**src/inc/pin_route_pkg.sv**
```systemverilog
// Package of register map, reset values and pin bundle types for the pin routing select.
package pin_route_pkg;

	// ****************************************
	// Register map (byte offsets)
	// ****************************************
	localparam logic [3:0] OFS_ROUTING  = 4'h0;
	localparam logic [3:0] OFS_ENABLE   = 4'h4;
	localparam logic [3:0] OFS_CF_STRB2 = 4'h8;
	localparam logic [3:0] OFS_STATUS   = 4'hC;

	// ****************************************
	// Routing values and reset values
	// ****************************************
	localparam logic [7:0] ROUTE_ATA_CF  = 8'h03;
	localparam logic [7:0] ROUTE_CARD    = 8'h0F;
	localparam logic [7:0] ROUTING_RESET = 8'h00;
	localparam logic [6:0] ENABLE_RESET  = 7'h00;
	localparam logic [3:0] CF_STRB_RESET = 4'h0;

	// ****************************************
	// Field positions
	// ****************************************
	localparam int EN_ATA   = 0;
	localparam int EN_SD    = 1;
	localparam int EN_SM    = 2;
	localparam int EN_MS    = 3;
	localparam int EN_CF    = 4;
	localparam int EN_TIMER = 5;
	localparam int EN_SCI   = 6;
	localparam int CF_ADDR_EN_LSB = 4;
	localparam int ST_VIOL  = 2;

	typedef enum logic [1:0] {LAYOUT_NONE, LAYOUT_ATA, LAYOUT_CARD, LAYOUT_CF} layout_t;

	typedef struct packed {
		logic [7:0] port_a;
		logic [7:0] port_b;
		logic [7:0] port_m;
		logic [7:0] port_q;
		logic [7:0] port_s;
		logic [7:0] port_t;
	} pins_t;

	typedef struct packed {
		logic [7:0] tim_o;
		logic [7:0] tim_oe;
		logic [5:0] sd_o;
		logic [5:0] sd_oe;
		logic [2:0] sm_o;
		logic [2:0] sm_oe;
		logic       sci_tx;
	} periph_out_t;

	typedef struct packed {
		logic [7:0] tim_i;
		logic [5:0] sd_i;
		logic [2:0] sm_i;
		logic       sci_rx;
	} periph_in_t;

endpackage

```
**src/pin_route_select.sv**
```systemverilog
// Pin routing and module permission select for the small package option.
// Notes on behaviour
// - routing value 03 ATA/CF, 0F card layout.
// - serial transmit/receive on port S bits 5:4.
// - ATA timer channels on Q7:5, M4:3, T1:0.
// - ATA SD host on Q6:5, M4:3, T1:0.
// - ATA SD enable takes shared pins from timer.
// - card layout timer channels on port B.
// - card SD on A5:0, SmartMedia on A6, S7:6.
// - CF timer channels 7:4 on Q only if address enables clear.
// - CF timer channels 3:0 have no pins.
// - unrouted pins stay general purpose port I/O.
module pin_route_select (
	input  wire logic                        CLK_SYS_IN,
	input  wire logic                        RST_B_IN,
	input  wire logic [3:0]                  AVS_ADDRESS_IN,
	input  wire logic                        AVS_READ_IN,
	input  wire logic                        AVS_WRITE_IN,
	input  wire logic [31:0]                 AVS_WRITEDATA_IN,
	output logic      [31:0]                 AVS_READDATA_OUT,
	output logic                             AVS_WAITREQUEST_OUT,
	input  wire pin_route_pkg::pins_t        PIN_IN,
	output pin_route_pkg::pins_t             PIN_OUT,
	output pin_route_pkg::pins_t             PIN_OE_OUT,
	input  wire pin_route_pkg::pins_t        GPIO_DATA_IN,
	input  wire pin_route_pkg::pins_t        GPIO_OE_IN,
	output pin_route_pkg::pins_t             GPIO_PIN_OUT,
	input  wire pin_route_pkg::periph_out_t  PERIPH_IN,
	output pin_route_pkg::periph_in_t        PERIPH_OUT,
	output logic      [6:0]                  HOST_ENABLE_OUT
);
	import pin_route_pkg::*;

	// ****************************************
	// Registers and bus slave
	// ****************************************
	logic [7:0]  routing;
	logic [6:0]  enable;
	logic [3:0]  cf_addr_en;
	logic        viol;
	logic        wait_q;
	pins_t       pin_meta;
	pins_t       pin_sync;

	wire         req      = AVS_READ_IN | AVS_WRITE_IN;
	wire         accept   = req & ~wait_q;
	wire         wr_route = accept & AVS_WRITE_IN & (AVS_ADDRESS_IN == OFS_ROUTING);
	wire         wr_en    = accept & AVS_WRITE_IN & (AVS_ADDRESS_IN == OFS_ENABLE);
	wire         wr_cf    = accept & AVS_WRITE_IN & (AVS_ADDRESS_IN == OFS_CF_STRB2);

	// a routing value of 03 serves both ATA and CF; an enabled CF host picks CF.
	wire layout_t layout = (routing == ROUTE_CARD) ? LAYOUT_CARD :
		(routing != ROUTE_ATA_CF) ? LAYOUT_NONE :
		enable[EN_CF] ? LAYOUT_CF : LAYOUT_ATA;

	// Hosts outside the layout's permitted set are held off here as well, so a
	// software slip cannot fight a routed pin.
	wire [6:0] allowed = (layout == LAYOUT_ATA)  ? 7'h63 :
		(layout == LAYOUT_CARD) ? 7'h6E :
		(layout == LAYOUT_CF)   ? 7'h70 : 7'h00;
	wire [6:0] eff_en     = enable & allowed;
	wire       next_viol  = |(enable & ~allowed & 7'h1F);
	wire       sd_on      = eff_en[EN_SD];
	wire       sm_on      = eff_en[EN_SM];
	wire       tim_on     = eff_en[EN_TIMER];
	wire       sci_on     = eff_en[EN_SCI];

	wire [31:0] status_word = {29'h0, viol, layout};
	wire [31:0] next_rdata  =
		(AVS_ADDRESS_IN == OFS_ROUTING)  ? {24'h0, routing} :
		(AVS_ADDRESS_IN == OFS_ENABLE)   ? {25'h0, enable} :
		(AVS_ADDRESS_IN == OFS_CF_STRB2) ? {24'h0, cf_addr_en, 4'h0} :
		(AVS_ADDRESS_IN == OFS_STATUS)   ? status_word : 32'h0;

	always_ff @(posedge CLK_SYS_IN) begin
		if (!RST_B_IN) begin
			wait_q           <= 1'b1;
			AVS_READDATA_OUT <= 32'h0;
		end else begin
			wait_q           <= ~(req & wait_q);
			AVS_READDATA_OUT <= (AVS_READ_IN & wait_q) ? next_rdata : AVS_READDATA_OUT;
		end
	end

	assign AVS_WAITREQUEST_OUT = wait_q;

	always_ff @(posedge CLK_SYS_IN) begin
		if (!RST_B_IN) begin
			routing    <= ROUTING_RESET;
			enable     <= ENABLE_RESET;
			cf_addr_en <= CF_STRB_RESET;
			viol       <= 1'b0;
		end else begin
			if (wr_route)
				routing <= AVS_WRITEDATA_IN[7:0];
			if (wr_en)
				enable <= AVS_WRITEDATA_IN[6:0];
			if (wr_cf)
				cf_addr_en <= AVS_WRITEDATA_IN[CF_ADDR_EN_LSB +: 4];
			viol <= next_viol;
		end
	end

	// ****************************************
	// Pin input synchronisers
	// ****************************************
	always_ff @(posedge CLK_SYS_IN) begin
		if (!RST_B_IN) begin
			pin_meta <= '0;
			pin_sync <= '0;
		end else begin
			pin_meta <= PIN_IN;
			pin_sync <= pin_meta;
		end
	end

	// ****************************************
	// Pin routing
	// ****************************************
	wire       ata      = (layout == LAYOUT_ATA);
	wire       ata_tim  = ata & tim_on & ~sd_on;
	wire [5:0] sh_o     = sd_on ? PERIPH_IN.sd_o : {PERIPH_IN.tim_o[6:5], PERIPH_IN.tim_o[3:0]};
	wire [5:0] sh_oe    = sd_on ? PERIPH_IN.sd_oe : {PERIPH_IN.tim_oe[6:5], PERIPH_IN.tim_oe[3:0]};
	wire [5:0] sh_in    = {pin_sync.port_q[6:5], pin_sync.port_m[4:3], pin_sync.port_t[1:0]};
	wire       cf_tim   = (layout == LAYOUT_CF) & tim_on & (cf_addr_en == 4'h0);

	pins_t      next_out;
	pins_t      next_oe;
	periph_in_t next_pi;

	always_comb begin
		next_out = GPIO_DATA_IN;
		next_oe  = GPIO_OE_IN;
		next_pi  = '0;
		if (sci_on) begin
			next_out.port_s[5] = PERIPH_IN.sci_tx;
			next_oe.port_s[5]  = 1'b1;
			next_oe.port_s[4]  = 1'b0;
			next_pi.sci_rx     = pin_sync.port_s[4];
		end
		if (ata & tim_on) begin
			next_out.port_q[7] = PERIPH_IN.tim_o[7];
			next_oe.port_q[7]  = PERIPH_IN.tim_oe[7];
			next_pi.tim_i[7]   = pin_sync.port_q[7];
		end
		if (ata & (sd_on | tim_on)) begin
			{next_out.port_q[6:5], next_out.port_m[4:3], next_out.port_t[1:0]} = sh_o;
			{next_oe.port_q[6:5], next_oe.port_m[4:3], next_oe.port_t[1:0]}   = sh_oe;
		end
		if (ata & sd_on)
			next_pi.sd_i = sh_in;
		if (ata_tim)
			{next_pi.tim_i[6:5], next_pi.tim_i[3:0]} = sh_in;
		if ((layout == LAYOUT_CARD) & tim_on) begin
			next_out.port_b = PERIPH_IN.tim_o;
			next_oe.port_b  = PERIPH_IN.tim_oe;
			next_pi.tim_i   = pin_sync.port_b;
		end
		if ((layout == LAYOUT_CARD) & sd_on) begin
			next_out.port_a[5:0] = PERIPH_IN.sd_o;
			next_oe.port_a[5:0]  = PERIPH_IN.sd_oe;
			next_pi.sd_i         = pin_sync.port_a[5:0];
		end
		if ((layout == LAYOUT_CARD) & sm_on) begin
			{next_out.port_a[6], next_out.port_s[7:6]} = PERIPH_IN.sm_o;
			{next_oe.port_a[6], next_oe.port_s[7:6]}   = PERIPH_IN.sm_oe;
			next_pi.sm_i = {pin_sync.port_a[6], pin_sync.port_s[7:6]};
		end
		if (cf_tim) begin
			// Channels 3 to 0 are left without pins and read back zero.
			next_out.port_q[7:4] = PERIPH_IN.tim_o[7:4];
			next_oe.port_q[7:4]  = PERIPH_IN.tim_oe[7:4];
			next_pi.tim_i[7:4]   = pin_sync.port_q[7:4];
		end
	end

	always_ff @(posedge CLK_SYS_IN) begin
		if (!RST_B_IN) begin
			PIN_OUT         <= '0;
			PIN_OE_OUT      <= '0;
			PERIPH_OUT      <= '0;
			GPIO_PIN_OUT    <= '0;
			HOST_ENABLE_OUT <= '0;
		end else begin
			PIN_OUT         <= next_out;
			PIN_OE_OUT      <= next_oe;
			PERIPH_OUT      <= next_pi;
			GPIO_PIN_OUT    <= pin_sync;
			HOST_ENABLE_OUT <= eff_en;
		end
	end
endmodule // pin_route_select

```
**config.mk**
```make
export PLATFORM = sky130hd
export DESIGN_NAME = pin_route_select
export DESIGN_NICKNAME = d
export VERILOG_FILES = /design/src/inc/pin_route_pkg.sv /design/src/pin_route_select.sv
export SDC_FILE = /design/constraint.sdc
export NUM_CORES = 1
export LEC_CHECK = 0
export ABC_AREA = 0
export BUFFER_PORTS_ARGS = -buffer_cell sky130_fd_sc_hd__buf_4
export CORE_AREA = 3 3 163 165
export CTS_CLUSTER_SIZE = 40
export DETAILED_ROUTE_END_ITERATION = 10
export DIE_AREA = 0 0 166 168
export PLACE_DENSITY_LB_ADDON = 0.08
export RECOVER_POWER = 50
export SLEW_MARGIN = 30
export SYNTH_ARGS = -nofsm -noshare
export SYNTH_HDL_FRONTEND = slang
export SYNTH_SLANG_ARGS = --single-unit
```
**constraint.sdc**
```tcl
create_clock -name CLK_SYS_IN -period 5.1 [get_ports CLK_SYS_IN]
set_input_delay 1.02 -clock CLK_SYS_IN [delete_from_list [all_inputs] [get_ports CLK_SYS_IN]]
set_output_delay 1.02 -clock CLK_SYS_IN [all_outputs]
set_load 0.01 [all_outputs]
```
==> run summary <==
Clk slew on worst S/H paths -> 0.06 ns
Drt initial violations -> 424
Worst rel slew slack -> -0.7747
Hold slack -> 0.4216 ns
All-layer global routing usage -> 0.1847
Crit path kind -> in2reg
Commonest non-fill, non-tap cell in the layout -> buf_4
Critical path launch point type -> input pin
Pwr per Cell Area -> 377.2 nW/um^2
Post-CTS setup buffer count -> 0
Fin. max-slew vios -> 166
Drt total wl -> 26770 microns
Longest Clk Path Bufs -> 3
Die Y -> 168 microns
Placed cells -> 1560
F_max -> 312.6 MHz
Crit-path leading delay family -> buffers and inverters
Final core occ -> 0.5302
Vias -> 7105
VDD IR max -> 283.8 uV
Num CTS Buffers -> 31
# setup viols final -> 0
Cell Rows -> 58
Core ar. -> 25180 sq um
Register bit count reported by yosys -> 294
Global-route wire length before repair -> 41190 microns
Most frequent cells in the layout -> buf_4 (351), dfxtp_1 (294), nand2_1 (136), and2_1 (135), and2_0 (59)
Hold worst-path end -> pin_sync[27]
Post-route minimum period -> 3.199 ns
Resized cells post-CTS -> 0
Yosys top cell by area -> dfxtp_1
Register area share after synthesis -> 0.6231
Initial Util -> 0.3751
Worst Hold Launch -> pin_meta[27]
Vias in the first global route -> 7087
CP arrival -> 3.67 ns
Synth top area share -> 0.6231
P_leak -> 6.059 nW
Placement Setup Slack -> 2.173 ns
Clk_lat worst skew -> 0.55 ns
Hold Vio Cnt, Final -> 0
CP Buf/Inv Count -> 2
H-tree depth -> 1
CTS Hold Buffers Added -> 0
Clk_skew -> 0.01867 ns
Hold path depth -> 1
Placer congestion estimate -> 0.8303
Mapped Avg Cell Area -> 10.46 sq um
Critical R2R Capture -> PIN_OE_OUT[1]
CP Max Fanout -> 166
Largest net degree at the start of global routing -> 167
Clk sinks -> 294
CP max stage cell -> clkbuf_2
Initial antenna violation count -> 1
Post-DP HPWL -> 19530 microns
Final worst path period share -> 0.6272
Aggregate global routing overflow -> 0
Failing checks -> max-capacitance violations, max-slew violations
Root Buffer -> clkbuf_16
Die span in x -> 166 microns
PortBufs -> 372
Gate Count Post-Synth -> 903
Worst-path cell chain -> clkbuf_2, buf_4, and2_0
Final setup margin -> 1.901 ns
FF-to-FF Start -> routing[3]
Slew @ Worst Pin -> 2.662 ns
Wirelength per Cell -> 16.53 microns
R2r worst-path depth -> 8
Die footprint -> 27890 sq um
Netlist cell types -> 44
Post-Synthesis Cell Area -> 9445 sq um
Endpoint class of the critical path -> flop
Drc violations -> 0
Critical Path Stages -> 3
Vias per Instance -> 4.389
Outcome -> complete, but fails checks
CP required -> 5.57 ns
CTS tree -> yes
Worst reg2reg setup slack -> 2.12 ns
Area added between synthesis and finish -> 41.36%
Hold crit path type -> reg2reg
Critical Path Max Stage Delay -> 1.83 ns
Final TNS setup -> 0 ns
RSZ-0062 raised after global routing -> false
Antenna viol nets, final -> 0
DRT Pass-1 Iters -> 4
Maxcap violations -> 1
Area contributors post-synth -> dfxtp_1 (62%), and2_1 (13%), nand2_1 (5.4%)
Top Ports -> 421
Non-filler instance count after layout -> 1619
Ys Warns -> 0
Final nets -> 1488
Share of layout cells above drive strength 1 -> 0.3183
[how the worst max path moves through the flow]
stage | from | endpoint | slack (ns)
global route | RST_B_IN | GPIO_PIN_OUT[18] | 1.46
CTS | routing[1] | PIN_OE_OUT[27] | 2.15
floorplan | routing[3] | PIN_OE_OUT[0] | 2.84
global placement | routing[1] | PERIPH_OUT[15] | 1.97
finish | RST_B_IN | PIN_OUT[11] | 1.90
detailed placement | routing[1] | PIN_OUT[45] | 2.17
[synth_stat cells]
library cell and count:
buf_4 25, a21boi_0 57, o211a_1 8, a22oi_2 1
nor3b_1 1, mux2i_1 1, o21ai_0 11, a21oi_1 12
a21boi_1 1, buf_2 3, dfxtp_1 294, a31oi_1 1
and2b_1 1, ha_1 6, o31a_1 1, buf_6 3
a32o_1 4, and3_1 10, a21boi_2 1, nor4_1 1
inv_1 8, buf_1 1, o21ai_1 1, clkbuf_4 1
and2_1 195, a221oi_1 3, nor2_1 11, nor2b_1 5
clkbuf_2 1, nor4bb_1 1, o22ai_1 3, a22oi_1 4
conb_1 1, nor4_4 1, o211ai_1 2, nand4_1 2
nand3_1 35, nor4b_4 2, a211oi_1 1, a222oi_1 3
clkbuf_1 38, nand2_1 136, o21a_1 2, o2bb2ai_1 4
[state kept, by name, indices dropped and copies added (netlist names)]
| name | flops |
|---|---|
| AVS_READDATA_OUT | 8 |
| AVS_WAITREQUEST_OUT | 1 |
| GPIO_PIN_OUT | 48 |
| HOST_ENABLE_OUT | 7 |
| PERIPH_OUT | 18 |
| PIN_OE_OUT | 48 |
| PIN_OUT | 48 |
| cf_addr_en | 4 |
| enable | 7 |
| pin_meta | 48 |
| pin_sync | 48 |
| routing | 8 |
| viol | 1 |
[kinds of logic (layout without fill, tap and decap cells)]
| logic type | Yosys count | in the layout | share of synthesized area |
|---|---|---|---|
| muxes | 1 | 1 | 0.001060 |
| and+or+nand+nor | 401 | 401 | 0.2280 |
| AOI/OAI and AO/OA | 120 | 120 | 0.09445 |
| DFF | 294 | 294 | 0.6231 |
| other | 1 | 25 | 0.0003970 |
| adders and majority gates | 6 | 6 | 0.007948 |
| buffers and inverters | 80 | 442 | 0.04504 |
[per-layer routing]
metal | global-route usage | part of all wire
met4 | 0.05570 | 0.028
met3 | 0.06809 | 0.10
met5 | 0 | 0
met2 | 0.3214 | 0.48
met1 | 0.2133 | 0.39
[report_power, final]
part	switching [mW]	leakage [nW]	internal (mW)
sequential	0.0234	2.42	2.39
clock	0.882	0.526	1.37
combinational	0.158	3.11	0.209
[final cells by class]
class	instances	area (sq um)
fillers	2374	11830
clock buffers	49	953.4
inverters	8	30.03
flip-flops and latches	294	5886
clock inverters	9	98.84
repair buffers	376	2746
diodes	1	2.502
multi-input cells	552	3222
well taps	330	412.9
[per-stage QoR]
| step | power (mW) | area, sq um |
|---|---|---|
| 3_3_place_gp | 2.834 | 12390 |
| 4_1_cts | 5.122 | 13440 |
| 3_5_place_dp | 2.839 | 12390 |
| 2_1_floorplan | 2.610 | 9532 |
| 6_report | 5.036 | 13350 |
| 5_1_grt | 5.256 | 13350 |
No activity file was read; power rests on OpenSTA's default activity.
